===== src/core/sgss_params.svh =====
// Constants for the servo gain set switching block
`ifndef SGSS_PARAMS_SVH
`define SGSS_PARAMS_SVH

// ****************************************************
// Register byte offsets
// ****************************************************
`define SGSS_OFF_CTRL    8'h00
`define SGSS_OFF_MFSW    8'h04
`define SGSS_OFF_FFGAIN  8'h08
`define SGSS_OFF_WAIT    8'h0c
`define SGSS_OFF_SWTIME  8'h10
`define SGSS_OFF_STATUS  8'h14
`define SGSS_OFF_VIB1    8'h18
`define SGSS_BANK_PAGE   2'h1

// ****************************************************
// Field positions and codes
// ****************************************************
`define SGSS_MODE_LSB    0
`define SGSS_FFEN_BIT    2
`define SGSS_MODE_MANUAL 2'h0
`define SGSS_MODE_AUTO   2'h2
`define SGSS_MFSW_D3_LSB 12
`define SGSS_MFSW_D0_LSB 0
`define SGSS_D3_COMBINE  4'h1

// ****************************************************
// Parameter bank entries
// ****************************************************
`define SGSS_SET_LEN     7
`define SGSS_IDX_POS     2
`define SGSS_IDX_MFG     4
`define SGSS_IDX_MFC     5
`define SGSS_IDX_VIB2F   4'he
`define SGSS_IDX_VIB2C   4'hf

// ****************************************************
// Reset values
// ****************************************************
`define SGSS_RST_CTRL    3'h0
`define SGSS_RST_MFSW    16'h0000
`define SGSS_RST_FFGAIN  16'h0000
`define SGSS_RST_WAIT    32'h0000_0000
`define SGSS_RST_SWTIME  32'h0000_0000
`define SGSS_RST_VIB1    32'h01f8_01f8
`define SGSS_RST_SPG     16'h0190
`define SGSS_RST_SPI     16'h07d0
`define SGSS_RST_POS     16'h0190
`define SGSS_RST_TRQF    16'h0064
`define SGSS_RST_MFG     16'h01f4
`define SGSS_RST_MFC     16'h03e8
`define SGSS_RST_FRC     16'h0064
`define SGSS_RST_VIB2    16'h0064

// ****************************************************
// Timing
// ****************************************************
`define SGSS_DIV_STEPS   5'h10

`endif


===== src/core/sgss_pkg.sv =====
// Types for the servo gain set switching block
`default_nettype none
package sgss_pkg;
  typedef enum logic [1:0] {ST_IDLE, ST_WAIT, ST_DIV, ST_RAMP} sgss_state_t;
  typedef logic [15:0] sgss_word_t;
endpackage : sgss_pkg
`default_nettype wire


===== src/core/sgss_param_bank.sv =====
// Sixteen-word gain parameter bank with registered read port
`timescale 1ns/100ps
`default_nettype none
`include "sgss_params.svh"
module sgss_param_bank
(
  // Clock and reset
  input  wire logic         clk,
  input  wire logic         rst_n,
  // Write port
  input  wire logic         we,
  input  wire logic [3:0]   waddr,
  input  wire logic [15:0]  wdata,
  // Read port
  input  wire logic [3:0]   raddr,
  output var  logic [15:0]  rdata,
  // All entries in parallel
  output var  logic [255:0] words
);

  function automatic logic [15:0] rst_val(input int idx);
    logic [15:0] v;
    v = `SGSS_RST_VIB2;
    if (idx < 2 * `SGSS_SET_LEN)
    begin
      case (idx % `SGSS_SET_LEN)
        0:       v = `SGSS_RST_SPG;
        1:       v = `SGSS_RST_SPI;
        2:       v = `SGSS_RST_POS;
        3:       v = `SGSS_RST_TRQF;
        4:       v = `SGSS_RST_MFG;
        5:       v = `SGSS_RST_MFC;
        default: v = `SGSS_RST_FRC;
      endcase
    end
    return v;
  endfunction : rst_val

  // ****************************************************
  // Storage, one flop word per entry
  // ****************************************************
  genvar g;
  generate
    for (g = 0; g < 16; g++)
    begin : g_word
      localparam logic [15:0] rst_word = rst_val(g);
      always_ff @(posedge clk or negedge rst_n)
      begin
        if (!rst_n)
          words[g*16 +: 16] <= rst_word;
        else if (we && (waddr == 4'(g)))
          words[g*16 +: 16] <= wdata;
      end
    end
  endgenerate

  // Registered read
  always_ff @(posedge clk or negedge rst_n)
  begin
    if (!rst_n)
      rdata <= 16'h0000;
    else
      rdata <= words[raddr*16 +: 16];
  end

endmodule : sgss_param_bank
`default_nettype wire


===== src/core/sgss_top.sv =====
// Gain set selection, ramp and feedforward gating with APB registers
//
// Function
// Feedforward gain and inputs disabled after reset
// Digit 3 of switch set combines feedforward
// Host avoids feedforward during model following
// Switch writable during tuning, updated after
// Vibration 1 frequencies frozen, then updated
// Vibration 2 parameters frozen, never auto-updated
// Select field: 0 manual, 2 auto
// Manual follows select bit; auto self-switches
// Each set supplies all seven gains
// Model following gains switch in manual only
// Model following switches when idle and stopped
// Otherwise other gains switch, model following held
// Host picks high gains positioning, low stopped
// Select bit 0 set 1, 1 set 2
// Automatic switching only under position control
// Wait, then ramp position gain linearly
// Active set registered, resets to set 1
//
// Local design decisions: the APB interface to the registers and the register addresses.
`timescale 1ns/100ps
`default_nettype none
`include "sgss_params.svh"
module sgss_top
(
  // APB slave
  input  wire logic        pclk,
  input  wire logic        presetn,
  input  wire logic        psel,
  input  wire logic        penable,
  input  wire logic        pwrite,
  input  wire logic [7:0]  paddr,
  input  wire logic [31:0] pwdata,
  output var  logic [31:0] prdata,
  output var  logic        pready,
  output var  logic        pslverr,
  // Command network and motion state
  input  wire logic        g_sel,
  input  wire logic        cmd_busy,
  input  wire logic        motor_stopped,
  input  wire logic        position_mode,
  input  wire logic        cond_a,
  input  wire logic [15:0] speed_ff_input,
  input  wire logic [15:0] torque_ff_input,
  // Vibration suppression tuner
  input  wire logic        tune_active,
  input  wire logic        tune_done,
  input  wire logic [15:0] tune_freq_a,
  input  wire logic [15:0] tune_freq_b,
  input  wire logic [15:0] tune_mf_sw,
  // Loop parameters out
  output var  logic [15:0] speed_loop_gain,
  output var  logic [15:0] speed_integral,
  output var  logic [15:0] position_loop_gain,
  output var  logic [15:0] torque_filter,
  output var  logic [15:0] mf_gain,
  output var  logic [15:0] mf_gain_comp,
  output var  logic [15:0] friction_comp,
  output var  logic [15:0] feedforward_gain,
  output var  logic [15:0] speed_ff_out,
  output var  logic [15:0] torque_ff_out,
  output var  logic [31:0] vib1_freq,
  output var  logic        active_set,
  output var  logic        mf_set
);

  // ****************************************************
  // Registers and decode
  // ****************************************************
  logic [2:0]          ctrl_q;
  logic [15:0]         mfsw_q;
  logic [15:0]         ffgain_q;
  logic [31:0]         wait_q;
  logic [31:0]         swtime_q;
  logic [31:0]         vib1_q;
  logic [31:0]         rd_q;
  logic                bank_rd_q;
  logic [15:0]         bank_rdata;
  logic [255:0]        bank_words;
  logic                set_q;
  logic                mf_set_q;
  logic                gsel_q;
  sgss_pkg::sgss_state_t state_q;
  logic                target_q;
  logic [15:0]         cnt_q;
  logic [15:0]         tlen_q;
  logic [16:0]         rem_q;
  logic [15:0]         quo_q;
  logic [4:0]          div_q;
  logic [16:0]         acc_q;
  logic [15:0]         ramp_q;
  logic                up_q;
  logic                is_bank, is_known, wr_acc, wr_block, wr_ok;
  logic [3:0]          bidx;
  logic [1:0]          mode;
  logic                manual, auto_on, target;
  logic                mf_active, ff_allow;
  logic [15:0]         pos_old, pos_new;
  logic [16:0]         rem_sh, acc_n;

  assign is_bank  = paddr[7:6] == `SGSS_BANK_PAGE;
  assign bidx     = paddr[5:2];
  assign is_known = is_bank || paddr == `SGSS_OFF_CTRL ||
                    paddr == `SGSS_OFF_MFSW || paddr == `SGSS_OFF_FFGAIN ||
                    paddr == `SGSS_OFF_WAIT || paddr == `SGSS_OFF_SWTIME ||
                    paddr == `SGSS_OFF_STATUS || paddr == `SGSS_OFF_VIB1;
  assign wr_acc   = psel && penable && pwrite;
  // Frozen while tuning
  assign wr_block = tune_active && (paddr == `SGSS_OFF_VIB1 ||
                    (is_bank && (bidx == `SGSS_IDX_VIB2F ||
                     bidx == `SGSS_IDX_VIB2C ||
                     bidx == 4'(`SGSS_IDX_MFG) || bidx == 4'(`SGSS_IDX_MFC) ||
                     bidx == 4'(`SGSS_IDX_MFG + `SGSS_SET_LEN) ||
                     bidx == 4'(`SGSS_IDX_MFC + `SGSS_SET_LEN))));
  assign wr_ok    = wr_acc && is_known && !wr_block &&
                    paddr != `SGSS_OFF_STATUS;
  assign pready   = 1'b1;
  assign pslverr  = psel && penable && (!is_known || (pwrite &&
                    (wr_block || paddr == `SGSS_OFF_STATUS)));
  assign prdata   = bank_rd_q ? {16'h0000, bank_rdata} : rd_q;

  sgss_param_bank u_bank
  (
    .clk   (pclk),
    .rst_n (presetn),
    .we    (wr_ok && is_bank),
    .waddr (bidx),
    .wdata (pwdata[15:0]),
    .raddr (bidx),
    .rdata (bank_rdata),
    .words (bank_words)
  );

  // Read data captured in the setup phase
  always_ff @(posedge pclk or negedge presetn)
  begin
    if (!presetn)
    begin
      rd_q      <= 32'h0000_0000;
      bank_rd_q <= 1'b0;
    end
    else if (psel && !penable)
    begin
      bank_rd_q <= is_bank;
      case (paddr)
        `SGSS_OFF_CTRL:   rd_q <= {29'h0, ctrl_q};
        `SGSS_OFF_MFSW:   rd_q <= {16'h0, mfsw_q};
        `SGSS_OFF_FFGAIN: rd_q <= {16'h0, ffgain_q};
        `SGSS_OFF_WAIT:   rd_q <= wait_q;
        `SGSS_OFF_SWTIME: rd_q <= swtime_q;
        `SGSS_OFF_STATUS: rd_q <= {26'h0, state_q, tune_active,
                                   state_q != sgss_pkg::ST_IDLE,
                                   mf_set_q, set_q};
        `SGSS_OFF_VIB1:   rd_q <= vib1_q;
        default:          rd_q <= 32'h0000_0000;
      endcase
    end
  end

  // ****************************************************
  // Configuration registers
  // ****************************************************
  always_ff @(posedge pclk or negedge presetn)
  begin
    if (!presetn)
    begin
      ctrl_q   <= `SGSS_RST_CTRL;
      ffgain_q <= `SGSS_RST_FFGAIN;
      wait_q   <= `SGSS_RST_WAIT;
      swtime_q <= `SGSS_RST_SWTIME;
    end
    else if (wr_ok)
    begin
      // New select takes effect at once
      if (paddr == `SGSS_OFF_CTRL)
        ctrl_q <= pwdata[2:0];
      if (paddr == `SGSS_OFF_FFGAIN)
        ffgain_q <= pwdata[15:0];
      if (paddr == `SGSS_OFF_WAIT)
        wait_q <= pwdata;
      if (paddr == `SGSS_OFF_SWTIME)
        swtime_q <= pwdata;
    end
  end

  // Tuner result wins over a write
  always_ff @(posedge pclk or negedge presetn)
  begin
    if (!presetn)
      mfsw_q <= `SGSS_RST_MFSW;
    else if (tune_done)
      mfsw_q <= tune_mf_sw;
    else if (wr_ok && paddr == `SGSS_OFF_MFSW)
      mfsw_q <= pwdata[15:0];
  end

  // Frequencies loaded when tuning ends
  always_ff @(posedge pclk or negedge presetn)
  begin
    if (!presetn)
      vib1_q <= `SGSS_RST_VIB1;
    else if (tune_done)
      vib1_q <= {tune_freq_b, tune_freq_a};
    else if (wr_ok && paddr == `SGSS_OFF_VIB1)
      vib1_q <= pwdata;
  end

  // ****************************************************
  // Set selection
  // ****************************************************
  assign mode    = ctrl_q[`SGSS_MODE_LSB +: 2];
  assign manual  = mode != `SGSS_MODE_AUTO;
  assign auto_on = !manual && position_mode;
  assign target  = cond_a;
  assign pos_old = bank_words[(set_q ? 7 + `SGSS_IDX_POS
                              : `SGSS_IDX_POS)*16 +: 16];
  assign pos_new = bank_words[(target_q ? 7 + `SGSS_IDX_POS
                              : `SGSS_IDX_POS)*16 +: 16];

  // Active set register, set 1 at reset
  always_ff @(posedge pclk or negedge presetn)
  begin
    if (!presetn)
      set_q <= 1'b0;
    // Manual follows the select bit
    else if (manual)
      set_q <= g_sel;
    // Fixed set outside position control
    else if (!position_mode)
      set_q <= 1'b0;
    else if (state_q == sgss_pkg::ST_WAIT && cnt_q == 16'h0000 &&
             target == target_q)
      set_q <= target_q;
  end

  // Held unless the select bit changes in manual while idle and stopped
  always_ff @(posedge pclk or negedge presetn)
  begin
    if (!presetn)
    begin
      mf_set_q <= 1'b0;
      gsel_q   <= 1'b0;
    end
    else
    begin
      gsel_q <= g_sel;
      if (manual && g_sel != gsel_q && !cmd_busy && motor_stopped)
        mf_set_q <= g_sel;
    end
  end

  // Wait, divide, then linear ramp
  assign rem_sh = {rem_q[15:0], quo_q[15]};
  assign acc_n  = acc_q + rem_q;
  always_ff @(posedge pclk or negedge presetn)
  begin
    if (!presetn)
    begin
      state_q  <= sgss_pkg::ST_IDLE;
      target_q <= 1'b0;
      cnt_q    <= 16'h0000;
      tlen_q   <= 16'h0000;
      rem_q    <= 17'h00000;
      quo_q    <= 16'h0000;
      div_q    <= 5'h00;
      acc_q    <= 17'h00000;
      ramp_q   <= 16'h0000;
      up_q     <= 1'b0;
    end
    else if (!auto_on)
      state_q <= sgss_pkg::ST_IDLE;
    else
    begin
      case (state_q)
        sgss_pkg::ST_IDLE:
          if (target != set_q)
          begin
            target_q <= target;
            cnt_q    <= target ? wait_q[15:0] : wait_q[31:16];
            tlen_q   <= target ? swtime_q[15:0] : swtime_q[31:16];
            state_q  <= sgss_pkg::ST_WAIT;
          end
        sgss_pkg::ST_WAIT:
          if (target != target_q)
            state_q <= sgss_pkg::ST_IDLE;
          else if (cnt_q != 16'h0000)
            cnt_q <= cnt_q - 16'h0001;
          else
          begin
            ramp_q  <= pos_old;
            up_q    <= pos_new >= pos_old;
            quo_q   <= (pos_new >= pos_old) ? pos_new - pos_old
                                           : pos_old - pos_new;
            rem_q   <= 17'h00000;
            acc_q   <= 17'h00000;
            div_q   <= `SGSS_DIV_STEPS;
            cnt_q   <= tlen_q;
            state_q <= (tlen_q == 16'h0000) ? sgss_pkg::ST_IDLE
                                            : sgss_pkg::ST_DIV;
          end
        sgss_pkg::ST_DIV:
          if (div_q != 5'h00)
          begin
            div_q <= div_q - 5'h01;
            if (rem_sh >= {1'b0, tlen_q})
            begin
              rem_q <= rem_sh - {1'b0, tlen_q};
              quo_q <= {quo_q[14:0], 1'b1};
            end
            else
            begin
              rem_q <= rem_sh;
              quo_q <= {quo_q[14:0], 1'b0};
            end
          end
          else
            state_q <= sgss_pkg::ST_RAMP;
        sgss_pkg::ST_RAMP:
        begin
          cnt_q <= cnt_q - 16'h0001;
          if (acc_n >= {1'b0, tlen_q})
          begin
            acc_q  <= acc_n - {1'b0, tlen_q};
            ramp_q <= up_q ? ramp_q + quo_q + 16'h0001
                           : ramp_q - quo_q - 16'h0001;
          end
          else
          begin
            acc_q  <= acc_n;
            ramp_q <= up_q ? ramp_q + quo_q : ramp_q - quo_q;
          end
          if (cnt_q == 16'h0001)
            state_q <= sgss_pkg::ST_IDLE;
        end
        default:
          state_q <= sgss_pkg::ST_IDLE;
      endcase
    end
  end

  // ****************************************************
  // Outputs
  // ****************************************************
  // Feedforward gated by enable and digit 3
  assign mf_active = mfsw_q[`SGSS_MFSW_D0_LSB +: 4] != 4'h0;
  assign ff_allow  = ctrl_q[`SGSS_FFEN_BIT] && (!mf_active ||
                     mfsw_q[`SGSS_MFSW_D3_LSB +: 4] == `SGSS_D3_COMBINE);

  // Gains from the active set, position gain from the ramp while ramping, model following pair from the mf set
  always_ff @(posedge pclk or negedge presetn)
  begin
    if (!presetn)
    begin
      speed_loop_gain    <= `SGSS_RST_SPG;
      speed_integral     <= `SGSS_RST_SPI;
      position_loop_gain <= `SGSS_RST_POS;
      torque_filter      <= `SGSS_RST_TRQF;
      friction_comp      <= `SGSS_RST_FRC;
      mf_gain            <= `SGSS_RST_MFG;
      mf_gain_comp       <= `SGSS_RST_MFC;
      speed_ff_out       <= 16'h0000;
      torque_ff_out      <= 16'h0000;
    end
    else
    begin
      speed_loop_gain    <= bank_words[(set_q ? 7 : 0)*16 +: 16];
      speed_integral     <= bank_words[(set_q ? 8 : 1)*16 +: 16];
      position_loop_gain <= (state_q == sgss_pkg::ST_DIV ||
                             state_q == sgss_pkg::ST_RAMP) ? ramp_q
                                                           : pos_old;
      torque_filter      <= bank_words[(set_q ? 10 : 3)*16 +: 16];
      friction_comp      <= bank_words[(set_q ? 13 : 6)*16 +: 16];
      mf_gain            <= bank_words[(mf_set_q ? 11 : 4)*16 +: 16];
      mf_gain_comp       <= bank_words[(mf_set_q ? 12 : 5)*16 +: 16];
      speed_ff_out       <= ff_allow ? speed_ff_input : 16'h0000;
      torque_ff_out      <= ff_allow ? torque_ff_input : 16'h0000;
    end
  end

  assign feedforward_gain = ffgain_q;
  assign vib1_freq        = vib1_q;
  assign active_set       = set_q;
  assign mf_set           = mf_set_q;
endmodule : sgss_top
`default_nettype wire


===== config.mk =====
export PLATFORM = sky130hd
export DESIGN_NAME = sgss_top
export DESIGN_NICKNAME = d
export VERILOG_FILES = /design/src/core/sgss_pkg.sv /design/src/core/sgss_param_bank.sv /design/src/core/sgss_top.sv
export VERILOG_INCLUDE_DIRS = /design/src /design/src/core
export SDC_FILE = /design/constraint.sdc
export NUM_CORES = 1
export LEC_CHECK = 0
export BUFFER_PORTS_ARGS = -buffer_cell sky130_fd_sc_hd__buf_2
export CAP_MARGIN = 10
export CORE_UTILIZATION = 55
export CTS_CLUSTER_DIAMETER = 200
export DETAILED_ROUTE_END_ITERATION = 12
export GPL_TIMING_DRIVEN = 0
export PLACE_DENSITY = 0.74
export SETUP_SLACK_MARGIN = 0.4
export SLEW_MARGIN = 20
export SYNTH_ARGS = -nofsm -noshare
export SYNTH_HDL_FRONTEND = slang
export SYNTH_SLANG_ARGS = --single-unit

===== constraint.sdc =====
create_clock -name pclk -period 5.4 [get_ports pclk]
set_input_delay 0.27 -clock pclk [delete_from_list [all_inputs] [get_ports pclk]]
set_output_delay 0.27 -clock pclk [all_outputs]
set_load 0.01 [all_outputs]

==> impl_metrics.csv <==
group,metric,value,unit
critical_path,r2r_start,"rem_q[1]$_DFFE_PN0P_",
cts,cts_root_buf,"clkbuf_16",
cts,cts_buffer_depth,3,
critical_path,r2r-end,"ramp_q[10]$_DFFE_PN0P_",
timing,maxSlewViolCount,0,
timing,finalCritPeriodShare,90.2,%
die,die_w,262,um
cts,cts_sinks,690,
routing,post_drt_via_cell_ratio,6.37,
logic_synthesis,synth.distinct_cells,91,
critical_path,cp-start-kind,"flop",
logic_synthesis,yosysWarnings,0,
layout,area_growth,19.6,%
power,ir_drop,253,uV
layout,stdcell_count,4773,
critical_path,crit_start,"rem_q[1]$_DFFE_PN0P_",
critical_path,ff2ff_setup_slack,530,ps
critical_path,critPathKind,"flop to flop",
routing,first_pass_iters,6,
place,post-place-cells,4490,
global_routing,grt.total_usage,36.6,%
die,die_h,262,um
critical_path,cp-end-kind,"flop",
power,total_power,12.3,mW
timing,tightest_slew,1210,ps
cts,clkTransAtPathRegs,60,ps
cts,clkLatencyLatePin,630,ps
place,gp_congestion,0.973,
critical_path,path_common_cell,"a21o_1",
routing,num_vias,30400,
critical_path,r2r_cells,22,
routing,wl_per_cell,26.7,um
timing,rsz0062_at_grt,"yes",
critical_path,slowest_delay,440,ps
routing,final_antenna_net_count,0,
critical_path,crit_required,5870,ps
timing,worst_clock_skew,28.1,ps
timing,max_freq,205,MHz
logic_synthesis,netlist_area,37300,um^2
critical_path,slowest_stage,"dfrtp_2",
logic_synthesis,synthArstFlopShare,100,%
global_routing,gr-total-overflow,0,
place,pre_cts_slack,-620,ps
run_status,status,"finished, final reports clean",
logic_synthesis,ys_seq_area_share,46.6,%
logic_synthesis,avgSynthCellArea,11.5,um^2
global_routing,grt_pass1_wl,190000,um
logic_synthesis,syn_inst,3254,
timing,fin_setup_tns,0,ps
die,core_area,67200,um^2
critical_path,critPathCapture,"ramp_q[10]$_DFFE_PN0P_",
timing,fin_ws,532,ps
critical_path,crit_chain,"ha_4, a21o_1, a21o_1, a2111oi_4, nor3_2, nor3_2, o41ai_2, a21o_1, a21oi_2, xnor2_2, ha_1, nand4_1, nor4_2, a21o_1, a21oi_2, a311oi_4, buf_12, buf_8, o211ai_1, xnor2_1, a222oi_1, a21oi_1",
routing,drt_iter0_drc,3044,
cts,cts_tree,"done",
die,rows,95,
timing,setup_viol,0,
place,io_buffers,356,
routing,drt_wl_total,127000,um
timing,period_minus_slack,4870,ps
critical_path,crit_arrival,5340,ps
die,die-area,68900,um^2
global_routing,antenna_found_initial,5,
logic_synthesis,synth-main-ff-cell,"dfrtp_1",
cts,cts_max_level,3,
timing,timing.slew.headroom,19.1,%
power,power_leakage,21.8,nW
critical_path,crit_fanout,8,
place,dp_hpwl,91700,um
die,pin_count,360,
global_routing,grt_start_max_net_pins,101,
die,initial_core_util,55.6,%
flow_run,max_cap_viol_count,0,
routing,drc_errors,0,
power,p_per_area,275,nW/um^2
logic_synthesis,synth-edff-count,0,
timing,hold_viol_final,0,
cts,numCtsBuffers,76,
worst_hold_path,hold_path_class,"input pin to flop",
layout,fin_nets,4088,
layout,drive_above_1_share,33.5,%
logic_synthesis,synth.ff_latch_count,690,
global_routing,grt_pass1_vias,30300,
logic_synthesis,syn_nets,3508,
==> logic make-up after synthesis <==
family                     after synthesis  share of synthesized area [%]
and+or+nand+nor                        675                           8.87
DFF                                    690                           46.6
buffers and inverters                  322                           3.47
other                                    1                         0.0101
muxes                                  697                           23.1
xor gates and xnor gates                98                           2.30
adders and majority gates              122                           4.23
AOI/OAI and AO/OA                      649                           11.4
==> flip-flops by register name (all words and copies together) (netlist names), 17 cells and up <==
| register | count |
|---|---|
| rd_q | 32 |
| acc_q | 17 |
| vib1_freq | 32 |
| wait_q | 32 |
| swtime_q | 32 |
| u_bank.words | 256 |
| rem_q | 17 |
==> layout make-up <==
class                           instances  area [um^2]
Fill cell                            4936        22500
Multi-Input combinational cell       2242        18700
Sequential cell                       690        17400
Timing Repair Buffer                  502         3360
Clock buffer                          113         2290
Tap cell                              873         1090
Buffer                                206          885
Inverter                              116          435
Clock inverter                         29          420
Antenna cell                            2         5.00
==> routing by layer <==
metal	track usage [%]	part of all wire (%)	vias to the layer above
li1	-	-	13000
met2	56.1	45	1760
met3	7.90	9.6	410
met4	20.6	6.2	4
met5	0	0.018	-
met1	48.5	39	15200
==> metrics by stage <==
stage / util (%) / area (um^2) / hold WS [ps]
floorplan: - / 37300 / -25.6
global placement: 59.8 / 40200 / 434
detailed placement: 60.1 / 40400 / 317
CTS: 66.2 / 44500 / 0.936
global route: 66.4 / 44600 / 17.4
finish: 66.4 / 44600 / 27.2
==> cells in the mapped netlist, types with 49 or more instances <==
cell | count | share of area, %
dfrtp_1 | 582 | 39
mux2_2 | 495 | 15
o21ai_0 | 221 | 3.0
nand2_1 | 217 | 2.2
clkbuf_1 | 136 | 1.4
nor2_1 | 134 | 1.3
a21oi_1 | 129 | 1.7
mux2i_1 | 121 | 3.2
ha_1 | 115 | 3.9
inv_1 | 115 | 1.2
dfstp_2 | 108 | 7.6
mux4_2 | 81 | 4.9
xnor2_1 | 71 | 1.7
nor3_1 | 54 | 0.72
nand3_1 | 49 | 0.66
==> worst max-delay path, delay by kind of cell (launching register included) <==
| family | cells | cell delay, ps |
|---|---|---|
| xor gates and xnor gates | 2 | 280 |
| DFF | 1 | 440 |
| buffers and inverters | 2 | 300 |
| AOI/OAI and AO/OA | 12 | 2380 |
| adders and majority gates | 2 | 550 |
| and+or+nand+nor | 4 | 720 |
==> placed cells by master, fill, tap and decap left out, types with 44 or more instances in the layout <==
master	n
nor2_1	134
nand2_1	217
dlygate4sd3_1	126
a21o_1	48
nor2b_1	44
mux4_2	81
nor3_1	51
buf_2	393
clkbuf_1	149
mux2_2	495
nand3_1	49
dfstp_2	108
inv_1	115
dfrtp_1	580
xnor2_1	68
a21oi_1	126
o21ai_0	220
clkbuf_16	80
mux2i_1	121
ha_1	113
==> power breakdown <==
| group | internal [mW] | switching (mW) | leakage, nW | total (mW) |
|---|---|---|---|---|
| combinational | 0.499 | 0.744 | 11.4 | 1.24 |
| clock | 3.38 | 2.25 | 1.31 | 5.63 |
| sequential | 5.30 | 0.0949 | 9.07 | 5.40 |
==> worst min-delay path by stage <==
stage | from | slack [ps] | end | cells after the start
floorplan | presetn | -30 | acc_q[0]$_DFFE_PN0P_ | 0
global placement | gsel_q$_DFF_PN0_ | 430 | mf_set$_DFFE_PN0P_ | 1
detailed placement | presetn | 320 | position_loop_gain[9]$_DFF_PN0_ | 1
CTS | pwdata[0] | 0.9 | vib1_freq[0]$_DFFE_PN0P_ | 3
global route | pwdata[0] | 20 | vib1_freq[0]$_DFFE_PN0P_ | 3
finish | pwdata[0] | 30 | vib1_freq[0]$_DFFE_PN0P_ | 3
==> repair_timing <==
item	in CTS	in global routing
setup buffers	7	5
hold buffers	126	0
endpoints found under the hold margin	178	0
endpoints found under the setup margin	34	30
pin swaps	12	7
resized for setup	14	21
(Power assumes the default switching activity.)
